**config.mk**
```make
export PLATFORM = sky130hd
export DESIGN_NAME = rso_status_regs
export DESIGN_NICKNAME = d
export VERILOG_FILES = /design/src/inc/rso_pkg.sv /design/src/rtl/rso_spi_shift.sv /design/src/rtl/rso_status_regs.sv
export SDC_FILE = /design/constraint.sdc
export NUM_CORES = 1
export LEC_CHECK = 0
export BUFFER_PORTS_ARGS = -buffer_cell sky130_fd_sc_hd__buf_2
export CORE_ASPECT_RATIO = 1.5
export CORE_MARGIN = 5
export CORE_UTILIZATION = 30
export DETAILED_ROUTE_END_ITERATION = 16
export GPL_ROUTABILITY_DRIVEN = 1
export PLACE_DENSITY = 0.48
export SLEW_MARGIN = 20
export SYNTH_ARGS = -nofsm -noshare
export SYNTH_HDL_FRONTEND = slang
export SYNTH_SLANG_ARGS = --single-unit
```
**constraint.sdc**
```tcl
create_clock -name clk_sys_i -period 1.8 [get_ports clk_sys_i]
set_input_delay 0 -clock clk_sys_i [delete_from_list [all_inputs] [get_ports clk_sys_i]]
set_output_delay 0 -clock clk_sys_i [all_outputs]
set_load 0.01 [all_outputs]
```
**src/inc/rso_pkg.sv**
```systemverilog
package rso_pkg;

  // Register offsets on the serial port.
  localparam logic [4:0] ADDR_RF_CHANNEL = 5'h05;
  localparam logic [4:0] ADDR_RF_SETUP   = 5'h06;
  localparam logic [4:0] ADDR_STATUS     = 5'h07;
  localparam logic [4:0] ADDR_OBSERVE    = 5'h08;
  localparam logic [4:0] ADDR_CARRIER    = 5'h09;

  // Command byte: upper three bits select read or write, lower five the register.
  localparam logic [2:0] CMD_READ  = 3'h0;
  localparam logic [2:0] CMD_WRITE = 3'h1;

  // Status register field positions.
  localparam int STAT_RX_READY  = 6;
  localparam int STAT_TX_DONE   = 5;
  localparam int STAT_RETRY_LIM = 4;
  localparam int STAT_PIPE_LSB  = 1;
  localparam int STAT_TX_FULL   = 0;

  // Setup register field positions.
  localparam int SETUP_PWR_LSB = 1;
  localparam int SETUP_LNA     = 0;

  // Reset values.
  localparam logic [6:0] RST_RF_CHANNEL = 7'h02;
  localparam logic [4:0] RST_RF_SETUP   = 5'h0F;
  localparam logic [2:0] RST_PIPE       = 3'h7;
  localparam logic [2:0] PIPE_EMPTY     = 3'h7;

  // Output power in dBm, two's complement, for codes 00..11.
  localparam logic signed [7:0] PWR_M18 = 8'hEE;
  localparam logic signed [7:0] PWR_M12 = 8'hF4;
  localparam logic signed [7:0] PWR_M6  = 8'hFA;
  localparam logic signed [7:0] PWR_0   = 8'h00;

  // One-cycle event strobes from the radio core.
  typedef struct packed {
    logic rx_payload_stored;
    logic tx_sent;
    logic ack_received;
    logic retry_limit_hit;
    logic packet_lost;
    logic retransmit;
    logic new_packet_start;
  } rso_evt_t;

  // Level state of the data FIFOs.
  typedef struct packed {
    logic       rx_empty;
    logic [2:0] rx_head_pipe;
    logic       tx_full;
  } rso_fifo_t;

endpackage

```
**src/rtl/rso_spi_shift.sv**
```systemverilog
`timescale 1ns/10ps
module rso_spi_shift (
  input  wire logic       clk_sys_i,    // System clock
  input  wire logic       nrst_i,       // Async reset, active low
  input  wire logic       sck_i,        // Serial clock, sampled
  input  wire logic       csn_n_i,      // Chip select, active low
  input  wire logic       mosi_i,       // Serial data in
  input  wire logic [7:0] tx_byte_i,    // Next byte to shift out
  output logic            miso_o,       // Serial data out
  output logic            miso_oe_o,    // Drive enable for serial data out
  output logic            byte_valid_o, // Pulse: a byte was received
  output logic [7:0]      rx_byte_o,    // Received byte
  output logic            first_byte_o  // High until the first byte of a frame ends
);

  logic       sck_q;
  logic       csn_q;
  logic [2:0] bit_q;
  logic [7:0] rx_sr_q;
  logic [7:0] tx_sr_q;
  logic       load_q;
  logic       rise;
  logic       fall;

  assign rise   = !csn_n_i && !sck_q && sck_i;
  assign fall   = !csn_n_i && sck_q && !sck_i;
  assign miso_o = tx_sr_q[7];

  always_ff @(posedge clk_sys_i or negedge nrst_i) begin
    if (!nrst_i) begin
      sck_q     <= 1'b0;
      csn_q     <= 1'b1;
      miso_oe_o <= 1'b0;
    end else begin
      sck_q     <= sck_i;
      csn_q     <= csn_n_i;
      miso_oe_o <= !csn_n_i;
    end
  end

  // Receive side: sample on the rising serial clock edge, MSB first.
  always_ff @(posedge clk_sys_i or negedge nrst_i) begin
    if (!nrst_i) begin
      bit_q        <= 3'h0;
      rx_sr_q      <= 8'h00;
      rx_byte_o    <= 8'h00;
      byte_valid_o <= 1'b0;
      first_byte_o <= 1'b1;
    end else begin
      byte_valid_o <= 1'b0;
      // The first-byte mark drops only after the valid pulse, so the pulse
      // of the command byte still sees it high.
      if (byte_valid_o) begin
        first_byte_o <= 1'b0;
      end
      if (csn_n_i) begin
        bit_q        <= 3'h0;
        first_byte_o <= 1'b1;
      end else if (rise) begin
        rx_sr_q <= {rx_sr_q[6:0], mosi_i};
        bit_q   <= bit_q + 3'h1;
        if (bit_q == 3'h7) begin
          rx_byte_o    <= {rx_sr_q[6:0], mosi_i};
          byte_valid_o <= 1'b1;
        end
      end
    end
  end

  // Transmit side: the status byte is loaded as select falls, so the first
  // bit is ready before the first rising edge; later bytes load on the
  // falling edge that ends a byte.
  always_ff @(posedge clk_sys_i or negedge nrst_i) begin
    if (!nrst_i) begin
      tx_sr_q <= 8'h00;
      load_q  <= 1'b0;
    end else if (csn_q && !csn_n_i) begin
      tx_sr_q <= tx_byte_i;
      load_q  <= 1'b0;
    end else if (rise && bit_q == 3'h7) begin
      load_q <= 1'b1;
    end else if (fall) begin
      tx_sr_q <= load_q ? tx_byte_i : {tx_sr_q[6:0], 1'b0};
      load_q  <= 1'b0;
    end
  end

endmodule

```
**src/rtl/rso_status_regs.sv**
```systemverilog
`timescale 1ns/10ps
// Function
// - Power code selects -18/-12/-6/0 dBm
// - Status byte shifts out during command byte
// - Set receive-ready flag on new payload
// - Set done flag on send, or on ack instead when auto ack is enabled
// - Write one clears flag, zero keeps
// - Retry-limit flag halts communication until cleared
// - Pipe field shows head pipe, 111 empty
// - Bit 0 shows transmit FIFO full
// - Lost-packet count saturates at fifteen
// - Any channel write clears lost count
// - Retransmit count restarts on new packet
// - Carrier register upper bits read zero
module rso_status_regs (
  input  wire logic             clk_sys_i,       // System clock, 125 MHz
  input  wire logic             nrst_i,          // Async reset, active low
  input  wire logic             spi_sck_i,       // Serial clock from host
  input  wire logic             spi_csn_n_i,     // Chip select from host, active low
  input  wire logic             spi_mosi_i,      // Serial data from host
  output logic                  spi_miso_o,      // Serial data to host
  output logic                  spi_miso_oe_o,   // Drive enable for serial data out
  input  wire rso_pkg::rso_evt_t  evt_i,         // Event strobes from radio core
  input  wire rso_pkg::rso_fifo_t fifo_i,        // FIFO state from radio core
  input  wire logic             auto_ack_en_i,   // Automatic acknowledgement enabled
  input  wire logic             carrier_detect_i,// Carrier present
  output logic [6:0]            rf_channel_o,    // Channel setting
  output logic [1:0]            tx_power_select_o, // Power code
  output logic signed [7:0]     tx_power_dbm_o,  // Output power in dBm
  output logic                  low_noise_amp_gain_o, // Receiver gain setting
  output logic                  comm_enable_o,   // Radio may communicate
  output logic                  rx_data_ready_flag_o, // Sticky flag copy
  output logic                  tx_done_flag_o,  // Sticky flag copy
  output logic                  retry_limit_flag_o // Sticky flag copy
);

  logic       byte_valid;
  logic [7:0] rx_byte;
  logic       first_byte;
  logic [7:0] tx_byte;
  logic [7:0] cmd_q;
  logic [7:0] rd_data_q;
  logic [7:0] rd_mux;
  logic [7:0] status_byte;
  logic [4:0] rf_setup_q;
  logic [2:0] pipe_q;
  logic       tx_full_q;
  logic [3:0] lost_cnt_q;
  logic [3:0] retx_cnt_q;
  logic       wr_stb;
  logic       wr_status;
  logic       wr_channel;
  logic       set_rx;
  logic       set_done;

  rso_spi_shift u_shift (
    .clk_sys_i    (clk_sys_i),
    .nrst_i       (nrst_i),
    .sck_i        (spi_sck_i),
    .csn_n_i      (spi_csn_n_i),
    .mosi_i       (spi_mosi_i),
    .tx_byte_i    (tx_byte),
    .miso_o       (spi_miso_o),
    .miso_oe_o    (spi_miso_oe_o),
    .byte_valid_o (byte_valid),
    .rx_byte_o    (rx_byte),
    .first_byte_o (first_byte)
  );

  assign status_byte = {1'b0, rx_data_ready_flag_o, tx_done_flag_o, retry_limit_flag_o,
                        pipe_q, tx_full_q};
  assign tx_byte     = first_byte ? status_byte : rd_data_q;

  assign wr_stb     = byte_valid && !first_byte && cmd_q[7:5] == rso_pkg::CMD_WRITE;
  assign wr_status  = wr_stb && cmd_q[4:0] == rso_pkg::ADDR_STATUS;
  assign wr_channel = wr_stb && cmd_q[4:0] == rso_pkg::ADDR_RF_CHANNEL;

  // Read data is chosen from the freshly received command byte.
  always_comb begin
    case (rx_byte[4:0])
      rso_pkg::ADDR_RF_CHANNEL: rd_mux = {1'b0, rf_channel_o};
      rso_pkg::ADDR_RF_SETUP:   rd_mux = {3'h0, rf_setup_q};
      rso_pkg::ADDR_STATUS:     rd_mux = status_byte;
      rso_pkg::ADDR_OBSERVE:    rd_mux = {lost_cnt_q, retx_cnt_q};
      rso_pkg::ADDR_CARRIER:    rd_mux = {7'h00, carrier_detect_i};
      default:                  rd_mux = 8'h00;
    endcase
  end

  always_ff @(posedge clk_sys_i or negedge nrst_i) begin
    if (!nrst_i) begin
      cmd_q     <= 8'h00;
      rd_data_q <= 8'h00;
    end else if (byte_valid && first_byte) begin
      cmd_q     <= rx_byte;
      rd_data_q <= rd_mux;
    end
  end

  // Writes to the observation and carrier registers, and to status bits
  // 3:0, have no decode at all and so cannot alter them.
  always_ff @(posedge clk_sys_i or negedge nrst_i) begin
    if (!nrst_i) begin
      rf_channel_o <= rso_pkg::RST_RF_CHANNEL;
      rf_setup_q   <= rso_pkg::RST_RF_SETUP;
    end else if (wr_channel) begin
      rf_channel_o <= rx_byte[6:0];
    end else if (wr_stb && cmd_q[4:0] == rso_pkg::ADDR_RF_SETUP) begin
      rf_setup_q <= rx_byte[4:0];
    end
  end

  always_ff @(posedge clk_sys_i or negedge nrst_i) begin
    if (!nrst_i) begin
      tx_power_select_o    <= 2'h3;
      tx_power_dbm_o       <= rso_pkg::PWR_0;
      low_noise_amp_gain_o <= 1'b1;
    end else begin
      tx_power_select_o    <= rf_setup_q[rso_pkg::SETUP_PWR_LSB +: 2];
      low_noise_amp_gain_o <= rf_setup_q[rso_pkg::SETUP_LNA];
      case (rf_setup_q[rso_pkg::SETUP_PWR_LSB +: 2])
        2'h0:    tx_power_dbm_o <= rso_pkg::PWR_M18;
        2'h1:    tx_power_dbm_o <= rso_pkg::PWR_M12;
        2'h2:    tx_power_dbm_o <= rso_pkg::PWR_M6;
        default: tx_power_dbm_o <= rso_pkg::PWR_0;
      endcase
    end
  end

  // Interrupt flags: a hardware set in the same cycle as a clear wins, so
  // no event is lost.
  assign set_rx   = evt_i.rx_payload_stored;
  assign set_done = auto_ack_en_i ? evt_i.ack_received : evt_i.tx_sent;

  always_ff @(posedge clk_sys_i or negedge nrst_i) begin
    if (!nrst_i) begin
      rx_data_ready_flag_o <= 1'b0;
      tx_done_flag_o       <= 1'b0;
      retry_limit_flag_o   <= 1'b0;
    end else begin
      if (set_rx) begin
        rx_data_ready_flag_o <= 1'b1;
      end else if (wr_status && rx_byte[rso_pkg::STAT_RX_READY]) begin
        rx_data_ready_flag_o <= 1'b0;
      end
      if (set_done) begin
        tx_done_flag_o <= 1'b1;
      end else if (wr_status && rx_byte[rso_pkg::STAT_TX_DONE]) begin
        tx_done_flag_o <= 1'b0;
      end
      if (evt_i.retry_limit_hit) begin
        retry_limit_flag_o <= 1'b1;
      end else if (wr_status && rx_byte[rso_pkg::STAT_RETRY_LIM]) begin
        retry_limit_flag_o <= 1'b0;
      end
    end
  end

  // The radio core must hold off while the retry-limit flag stands.
  always_ff @(posedge clk_sys_i or negedge nrst_i) begin
    if (!nrst_i) begin
      comm_enable_o <= 1'b1;
    end else begin
      comm_enable_o <= !retry_limit_flag_o && !evt_i.retry_limit_hit;
    end
  end

  always_ff @(posedge clk_sys_i or negedge nrst_i) begin
    if (!nrst_i) begin
      pipe_q    <= rso_pkg::RST_PIPE;
      tx_full_q <= 1'b0;
    end else begin
      pipe_q    <= fifo_i.rx_empty ? rso_pkg::PIPE_EMPTY : fifo_i.rx_head_pipe;
      tx_full_q <= fifo_i.tx_full;
    end
  end

  // A channel write clears the lost count even if the value is unchanged,
  // so a dummy write is the host's way to restart loss statistics.
  always_ff @(posedge clk_sys_i or negedge nrst_i) begin
    if (!nrst_i) begin
      lost_cnt_q <= 4'h0;
    end else if (wr_channel) begin
      lost_cnt_q <= 4'h0;
    end else if (evt_i.packet_lost && lost_cnt_q != 4'hF) begin
      lost_cnt_q <= lost_cnt_q + 4'h1;
    end
  end

  always_ff @(posedge clk_sys_i or negedge nrst_i) begin
    if (!nrst_i) begin
      retx_cnt_q <= 4'h0;
    end else if (evt_i.new_packet_start) begin
      retx_cnt_q <= 4'h0;
    end else if (evt_i.retransmit && retx_cnt_q != 4'hF) begin
      retx_cnt_q <= retx_cnt_q + 4'h1;
    end
  end

endmodule

```
==> impl_metrics.prom, run 1 <==
# TYPE chip_impl_metric gauge
chip_impl_info{name="clock_tree_from_tritoncts",value="done"} 1
chip_impl_info{name="rsz0062_at_grt",value="no"} 1
chip_impl_metric{name="report.final.slew_viol_count",unit=""} 0
chip_impl_metric{name="n_fill_cell",unit=""} 1197
chip_impl_metric{name="register_area",unit="um2"} 2090
chip_impl_metric{name="drt-pass1-iter-count",unit=""} 4
chip_impl_metric{name="routed_wire_length_per_instance",unit="um"} 15.2
chip_impl_metric{name="detailroute.via_count",unit=""} 2404
chip_impl_metric{name="finish.net_count",unit=""} 387
chip_impl_info{name="grt.busiest_layer",value="met2"} 1
chip_impl_metric{name="syn_to_final_growth",unit="%"} 26.5
chip_impl_metric{name="cts_buffers",unit=""} 9
chip_impl_metric{name="grt_util_all_layers",unit="%"} 11.6
chip_impl_metric{name="drive_gt1_share",unit="%"} 38.1
chip_impl_metric{name="final.min_clock_period",unit="ns"} 1.65
chip_impl_metric{name="relSlewSlack",unit="%"} 60.0
chip_impl_metric{name="vias_per_cell",unit=""} 4.64
chip_impl_metric{name="synth-edff-count",unit=""} 0
chip_impl_info{name="main_synth_ff_type",value="dfrtp_1"} 1
chip_impl_info{name="post-synth-top-area-cell",value="dfrtp_1"} 1
chip_impl_metric{name="design_power_total",unit="mW"} 4.65
chip_impl_info{name="synth_common_cells",value="dfrtp_1, mux2_2, nand2_1"} 1
chip_impl_metric{name="worst_slack",unit="ns"} 0.154
chip_impl_metric{name="maxClockFrequency",unit="MHz"} 607
chip_impl_metric{name="power.static_leakage",unit="nW"} 2.16
chip_impl_info{name="worst_setup_path_start_kind",value="register"} 1
chip_impl_metric{name="peakVddDrop",unit="mV"} 0.416
chip_impl_metric{name="postSynthCellCount",unit=""} 290
chip_impl_metric{name="syn-mean-instance-area",unit="um2"} 12.6
chip_impl_metric{name="clk_pin_slew",unit="ns"} 0.06
chip_impl_metric{name="synth_top_area_share",unit="%"} 47.1
chip_impl_metric{name="sinks_on_the_clock_net",unit=""} 83
chip_impl_metric{name="multiInputGateArea",unit="um2"} 1480
chip_impl_info{name="run_status",value="complete, no violations"} 1
chip_impl_metric{name="worstPathMaxFanout",unit=""} 6
chip_impl_metric{name="n_antenna_cell",unit=""} 0
chip_impl_info{name="root_buffer_master",value="clkbuf_16"} 1
chip_impl_metric{name="timing.reg2reg.setup_slack",unit="ns"} 0.15
chip_impl_metric{name="worstSkewPairLatency",unit="ns"} 0.34
chip_impl_info{name="crit_path_end_kind",value="register"} 1
chip_impl_metric{name="die_height",unit="um"} 145
chip_impl_metric{name="netlist_area",unit="um2"} 3660
chip_impl_metric{name="cts_max_level",unit=""} 3
chip_impl_info{name="crit-reg2reg-capture",value="rf_channel_o[5]"} 1
chip_impl_metric{name="stdcell_count",unit=""} 518
chip_impl_metric{name="route.final.wire_length",unit="um"} 7870
chip_impl_metric{name="power.density",unit="nW/um2"} 1000
chip_impl_metric{name="die-area",unit="um2"} 14600
chip_impl_metric{name="post_dp_cell_area",unit="um2"} 4100
chip_impl_metric{name="grt_start_max_net_pins",unit=""} 39
chip_impl_metric{name="clock_tree.buffer_depth",unit=""} 2
chip_impl_metric{name="die-width",unit="um"} 100
chip_impl_metric{name="postSynthNetCount",unit=""} 317
chip_impl_info{name="hold_class",value="input pin to asynchronous set/reset pin"} 1
chip_impl_metric{name="grtUsageMet3",unit="%"} 2.69
chip_impl_metric{name="final-setup-viol-count",unit=""} 0
chip_impl_metric{name="finClkSkew",unit="ns"} 0.00499
chip_impl_metric{name="number_of_cells_in_the_design_after_placement",unit=""} 483
chip_impl_info{name="yosys-top-cells-area",value="dfrtp_1, mux2_2, dfstp_2, ha_1, mux2i_1"} 1
chip_impl_metric{name="finalWeightedCongestion",unit=""} 0.744
chip_impl_metric{name="timing_hold_violations_final",unit=""} 0
chip_impl_metric{name="synth_sequential_area_ratio",unit="%"} 57.2
chip_impl_metric{name="fin_setup_tns",unit="ns"} 0
chip_impl_metric{name="floorplan.initialDensity",unit="%"} 30.5
chip_impl_metric{name="antenna_violating_nets_post_route",unit=""} 0
chip_impl_metric{name="number_of_port_buffers",unit=""} 41
chip_impl_metric{name="grt_pass1_vias",unit=""} 2507
chip_impl_metric{name="post-cts-setup-buffer-count",unit=""} 0
chip_impl_metric{name="grt_pass1_wl",unit="um"} 13200
chip_impl_metric{name="remaining_drc_errors",unit=""} 0
chip_impl_metric{name="netlist-cell-type-count",unit=""} 44
chip_impl_metric{name="globalRoute.totalOverflow",unit=""} 0
chip_impl_metric{name="use_met2",unit="%"} 19.8
chip_impl_metric{name="post-route-period-util",unit="%"} 91.5
chip_impl_info{name="cell_with_the_most_instances_after_synthesis",value="dfrtp_1"} 1
chip_impl_metric{name="grt_util_met1",unit="%"} 13.7
chip_impl_metric{name="drt_iter0_markers",unit=""} 94
chip_impl_info{name="launch_instance_of_the_worst_register_to_register_path",value="u_shift.byte_valid_o"} 1
chip_impl_metric{name="synth-seq-cells",unit=""} 83
chip_impl_metric{name="worst_ep_required_time",unit="ns"} 2.02
chip_impl_metric{name="place_ws",unit="ns"} 0.0946
chip_impl_metric{name="ys_warn_count",unit=""} 0
chip_impl_metric{name="rr_worst_depth",unit=""} 4
chip_impl_metric{name="ioPinCount",unit=""} 43
chip_impl_metric{name="dp_hpwl",unit="um"} 5740
chip_impl_metric{name="asyncSetResetFlopFracSynth",unit="%"} 100
chip_impl_info{name="path_class",value="register to register"} 1
chip_impl_metric{name="std_cell_rows",unit=""} 49
chip_impl_metric{name="timing.max_cap.violations",unit=""} 0
chip_impl_metric{name="grt_antenna_before_repair",unit=""} 0
chip_impl_metric{name="fp.coreArea",unit="um2"} 12000
chip_impl_metric{name="layout.cell_area.non_filler",unit="um2"} 4640
chip_impl_metric{name="crit_arrival",unit="ns"} 1.87
chip_impl_metric{name="tightest_slew",unit="ns"} 0.600
==> stage by stage <==
stage | util, % | hold slack, ns
after floorplan | - | -0.296
after global placement | 34.1 | 0.00893
after detailed placement | 34.1 | 0.0148
after CTS | 38.5 | 0.201
after global routing | 38.6 | 0.239
final | 38.6 | 0.185
==> what timing repair did <==
| action | in CTS | in global routing |
|---|---|---|
| gates resized for setup | 0 | 2 |
| hold buffers | 19 | 0 |
| setup endpoints to repair | 0 | 6 |
| endpoints found under the hold margin | 44 | 0 |
==> report_power, final <==
part | leakage (nW) | switching, mW | internal (mW)
clock | 0.169 | 0.723 | 1.39
combinational | 0.957 | 0.172 | 0.199
sequential | 1.03 | 0.137 | 2.03
==> sequential cells by signal (all words and copies together), names as in the netlist, 3 cells and up <==
name and count:
u_shift.bit_q 3, rf_setup_q 5, u_shift.rx_sr_q 7, rf_channel_o 7
retx_cnt_q 4, rd_data_q 8, u_shift.tx_sr_q 8, u_shift.rx_byte_o 8
pipe_q 3, cmd_q 8, lost_cnt_q 4, tx_power_dbm_o 4
==> layout make-up <==
type                       instances  area share [%]
clock buffer                      11            5.24
clock inverter                     5            2.16
inverter                           5           0.405
multi-input combinational        188            31.9
sequential                        83            45.2
tap                              153            4.13
timing repair buffer              73            11.0
==> cell families (layout without fill, tap and decap cells) <==
logic type	after synthesis	after routing	synth area share, %
flip-flops	83	83	57.2
AND/OR/NAND/NOR	77	77	11.5
multiplexers	57	57	17.2
AO/OA/AOI/OAI	39	39	7.27
buffers and inverters	19	94	2.59
adder cells (fa/ha/maj)	8	8	2.73
XOR/XNOR	6	6	1.43
other	1	1	0.102
==> worst max path at each step <==
stage | start | end | slack [ns] | cells past startpoint
global placement | u_shift.byte_valid_o | rf_channel_o[6] | 0.14 | 4
finish | u_shift.byte_valid_o | rf_channel_o[5] | 0.15 | 4
global route | u_shift.byte_valid_o | rf_channel_o[5] | 0.04 | 4
CTS | u_shift.byte_valid_o | rf_channel_o[5] | 0.09 | 4
detailed placement | u_shift.byte_valid_o | rf_channel_o[5] | 0.09 | 4
floorplan | u_shift.first_byte_o | rf_channel_o[5] | 0.19 | 6
==> worst max-delay path, stage by stage (launching register included) <==
cell and delay (ns):
dfrtp_1 0.41, nor4bb_1 0.21, and4b_2 0.34, and3b_1 0.24
mux2_1 0.33
==> layer usage <==
layer | vias up | part of all wire (%)
met5 | - | 0
met4 | 0 | 2.0
met1 | 1197 | 41
met3 | 12 | 2.4
li1 | 1169 | -
met2 | 26 | 54
==> layout by cell type (no fill, tap or decap), types with 4 or more instances in the layout <==
| master | synthesis | routed |
|---|---|---|
| nand2_1 | 22 | 22 |
| nand3_1 | 8 | 8 |
| mux2_2 | 45 | 45 |
| nor2b_1 | 6 | 6 |
| buf_4 | 6 | 13 |
| inv_1 | 5 | 5 |
| a22oi_1 | 5 | 5 |
| xor2_1 | 6 | 6 |
| nand4_1 | 4 | 4 |
| dfstp_2 | 14 | 14 |
| o21ai_0 | 13 | 13 |
| dlygate4sd3_1 | 0 | 19 |
| mux2i_1 | 10 | 10 |
| ha_1 | 8 | 8 |
| buf_2 | 1 | 40 |
| clkbuf_16 | 0 | 9 |
| dfrtp_1 | 69 | 69 |
| nor2_1 | 15 | 15 |
No activity file was read; power rests on OpenSTA's default activity.
==> inputs of run 2 (changes only) <==
--- a/config.mk
+++ b/config.mk
@@ -12,6 +12,7 @@
 export DETAILED_ROUTE_END_ITERATION = 16
 export GPL_ROUTABILITY_DRIVEN = 1
 export PLACE_DENSITY = 0.48
+export RECOVER_POWER = 25
 export SLEW_MARGIN = 20
 export SYNTH_ARGS = -nofsm -noshare
 export SYNTH_HDL_FRONTEND = slang
==> impl_metrics.prom, run 2 (synthesis results as in run 1) <==
# TYPE chip_impl_metric gauge
chip_impl_info{name="crit-reg2reg-capture",value="rf_channel_o[5]"} 1
chip_impl_info{name="crit_path_end_kind",value="register"} 1
chip_impl_metric{name="die_height",unit="um"} 145
chip_impl_metric{name="hold-path-cell-count",unit=""} 5
chip_impl_metric{name="cts_max_level",unit=""} 3
chip_impl_metric{name="fin_setup_tns",unit="ns"} 0
chip_impl_info{name="run_status",value="complete, no violations"} 1
chip_impl_info{name="hold_path_end",value="rd_data_q[0]"} 1
chip_impl_metric{name="finish.net_count",unit=""} 387
chip_impl_metric{name="number_of_port_buffers",unit=""} 41
chip_impl_metric{name="grt_pass1_wl",unit="um"} 13200
chip_impl_metric{name="grt_util_all_layers",unit="%"} 11.6
chip_impl_metric{name="crit_arrival",unit="ns"} 1.87
chip_impl_metric{name="ioPinCount",unit=""} 43
chip_impl_metric{name="worst_ep_required_time",unit="ns"} 2.02
chip_impl_metric{name="drive_gt1_share",unit="%"} 35.9
chip_impl_metric{name="die-width",unit="um"} 100
chip_impl_info{name="root_buffer_master",value="clkbuf_16"} 1
chip_impl_metric{name="remaining_drc_errors",unit=""} 0
chip_impl_metric{name="routed_wire_length_per_instance",unit="um"} 15.2
chip_impl_metric{name="dp_hpwl",unit="um"} 5740
chip_impl_metric{name="worst_slack",unit="ns"} 0.154
chip_impl_info{name="worst_setup_path_start_kind",value="register"} 1
chip_impl_metric{name="timing.max_cap.violations",unit=""} 0
chip_impl_metric{name="floorplan.initialDensity",unit="%"} 30.5
chip_impl_metric{name="maxClockFrequency",unit="MHz"} 608
chip_impl_metric{name="globalRoute.totalOverflow",unit=""} 0
chip_impl_metric{name="grt_pass1_vias",unit=""} 2507
chip_impl_metric{name="power.density",unit="nW/um2"} 1000
chip_impl_metric{name="post-cts-setup-buffer-count",unit=""} 0
chip_impl_info{name="mostFrequentLayoutCell",value="dfrtp_1"} 1
chip_impl_info{name="launch_instance_of_the_worst_register_to_register_path",value="u_shift.byte_valid_o"} 1
chip_impl_metric{name="clock_tree.buffer_depth",unit=""} 2
chip_impl_info{name="clock_tree_from_tritoncts",value="done"} 1
chip_impl_metric{name="rr_worst_depth",unit=""} 4
chip_impl_info{name="rsz0062_at_grt",value="no"} 1
chip_impl_metric{name="worstPathMaxFanout",unit=""} 6
chip_impl_metric{name="syn_to_final_growth",unit="%"} 26.3
chip_impl_metric{name="std_cell_rows",unit=""} 49
chip_impl_metric{name="final-setup-viol-count",unit=""} 0
chip_impl_metric{name="timing.reg2reg.setup_slack",unit="ns"} 0.15
chip_impl_info{name="timing.critical_path.slowest_stage_cell",value="dfrtp_1"} 1
chip_impl_metric{name="finClkSkew",unit="ns"} 0.00554
chip_impl_metric{name="grt_antenna_before_repair",unit=""} 0
chip_impl_metric{name="power.static_leakage",unit="nW"} 2.15
chip_impl_info{name="crit_chain",value="nor4bb_1 > and4b_2 > and3b_1 > mux2_1"} 1
chip_impl_metric{name="relSlewSlack",unit="%"} 33.4
chip_impl_metric{name="grt_start_max_net_pins",unit=""} 39
chip_impl_metric{name="sinks_on_the_clock_net",unit=""} 83
chip_impl_metric{name="drt_iter0_markers",unit=""} 94
chip_impl_metric{name="post-route-period-util",unit="%"} 91.4
chip_impl_info{name="holdCritStartpoint",value="carrier_detect_i"} 1
chip_impl_metric{name="tightest_slew",unit="ns"} 0.999
chip_impl_metric{name="antenna_violating_nets_post_route",unit=""} 0
chip_impl_metric{name="final.min_clock_period",unit="ns"} 1.65
chip_impl_metric{name="peakVddDrop",unit="mV"} 0.418
chip_impl_metric{name="cts_buffers",unit=""} 9
chip_impl_metric{name="n_antenna_cell",unit=""} 0
chip_impl_metric{name="vias_per_cell",unit=""} 4.64
chip_impl_metric{name="fp.coreArea",unit="um2"} 12000
chip_impl_metric{name="drt-pass1-iter-count",unit=""} 6
chip_impl_info{name="path_class",value="register to register"} 1
chip_impl_metric{name="route.final.wire_length",unit="um"} 7860
chip_impl_metric{name="clk_pin_slew",unit="ns"} 0.06
chip_impl_metric{name="worstSkewPairLatency",unit="ns"} 0.34
chip_impl_metric{name="detailroute.via_count",unit=""} 2404
chip_impl_info{name="launching_instance_or_port_of_the_critical_path",value="u_shift.byte_valid_o"} 1
chip_impl_metric{name="n_fill_cell",unit=""} 1200
chip_impl_metric{name="place_ws",unit="ns"} 0.0946
chip_impl_metric{name="worst_path_largest_cell_delay",unit="ns"} 0.41
chip_impl_metric{name="finalWeightedCongestion",unit=""} 0.744
chip_impl_metric{name="report.final.slew_viol_count",unit=""} 0
chip_impl_info{name="layout.cells.most_common_list",value="dfrtp_1, mux2_2, buf_2, nand2_1, dlygate4sd3_1"} 1
chip_impl_info{name="hold_class",value="input pin to register"} 1
chip_impl_metric{name="timing_hold_violations_final",unit=""} 0
chip_impl_metric{name="die-area",unit="um2"} 14600
run 2: cell types whose count changed in the layout (fill, tap and decap cells not counted):
cell | before | now
buf_2 | 40 | 35
buf_4 | 13 | 12
clkbuf_1 | 1 | 6
clkbuf_2 | 0 | 1
dfstp_1 | 0 | 3
dfstp_2 | 14 | 11
run 2: worst max-delay path, delay by kind of cell (launching register included):
family | cells | cell delay, ns
flip-flops | 1 | 0.41
AND/OR/NAND/NOR | 3 | 0.79
multiplexers | 1 | 0.33
run 2: per-layer routing:
| metal | GRT usage, % | vias up | routed length [um] |
|---|---|---|---|
| li1 | - | 1167 | - |
| met1 | 13.7 | 1197 | 3250 |
| met2 | 19.8 | 29 | 4250 |
| met3 | 2.69 | 11 | 208 |
| met4 | 4.86 | 0 | 156 |
| met5 | 0 | - | 0 |
run 2: how the worst max path moves through the flow:
stage | slack [ns] | end | cells past startpoint
2_1_floorplan | 0.19 | rf_channel_o[5] | 6
3_3_place_gp | 0.14 | rf_channel_o[6] | 4
3_5_place_dp | 0.09 | rf_channel_o[5] | 4
4_1_cts | 0.09 | rf_channel_o[5] | 4
5_1_grt | 0.04 | rf_channel_o[5] | 4
6_report | 0.15 | rf_channel_o[5] | 4
run 2: stage by stage:
stage	power, mW	cell area [um2]	util [%]	hold slack [ns]	cells
after floorplan	2.38	3660	-	-0.296	290
after global placement	2.53	4100	34.1	0.00893	483
after detailed placement	2.55	4100	34.1	0.0148	483
after CTS	4.71	4630	38.5	0.201	518
after global routing	4.85	4630	38.5	0.282	518
final	4.65	4630	38.5	0.265	518
run 2: layout make-up:
cell class / count / area [um2] / share of cell area, %
Inverter: 5 / 18.8 / 0.406
Tap cell: 153 / 191 / 4.14
Sequential cell: 83 / 2090 / 45.3
Multi-Input combinational cell: 188 / 1480 / 32.0
Timing Repair Buffer: 73 / 499 / 10.8
Clock buffer: 11 / 243 / 5.25
Clock inverter: 5 / 100 / 2.16
run 2: timing repair:
| action | in CTS | in global routing |
|---|---|---|
| hold buffers | 19 | 0 |
| endpoints found under the hold margin | 44 | 0 |
| endpoints found under the setup margin | 0 | 6 |
| resized for setup | 0 | 2 |
run 2: power by group:
part           switching [mW]  internal, mW
clock                   0.724          1.39
sequential              0.136          2.03
combinational           0.172         0.198
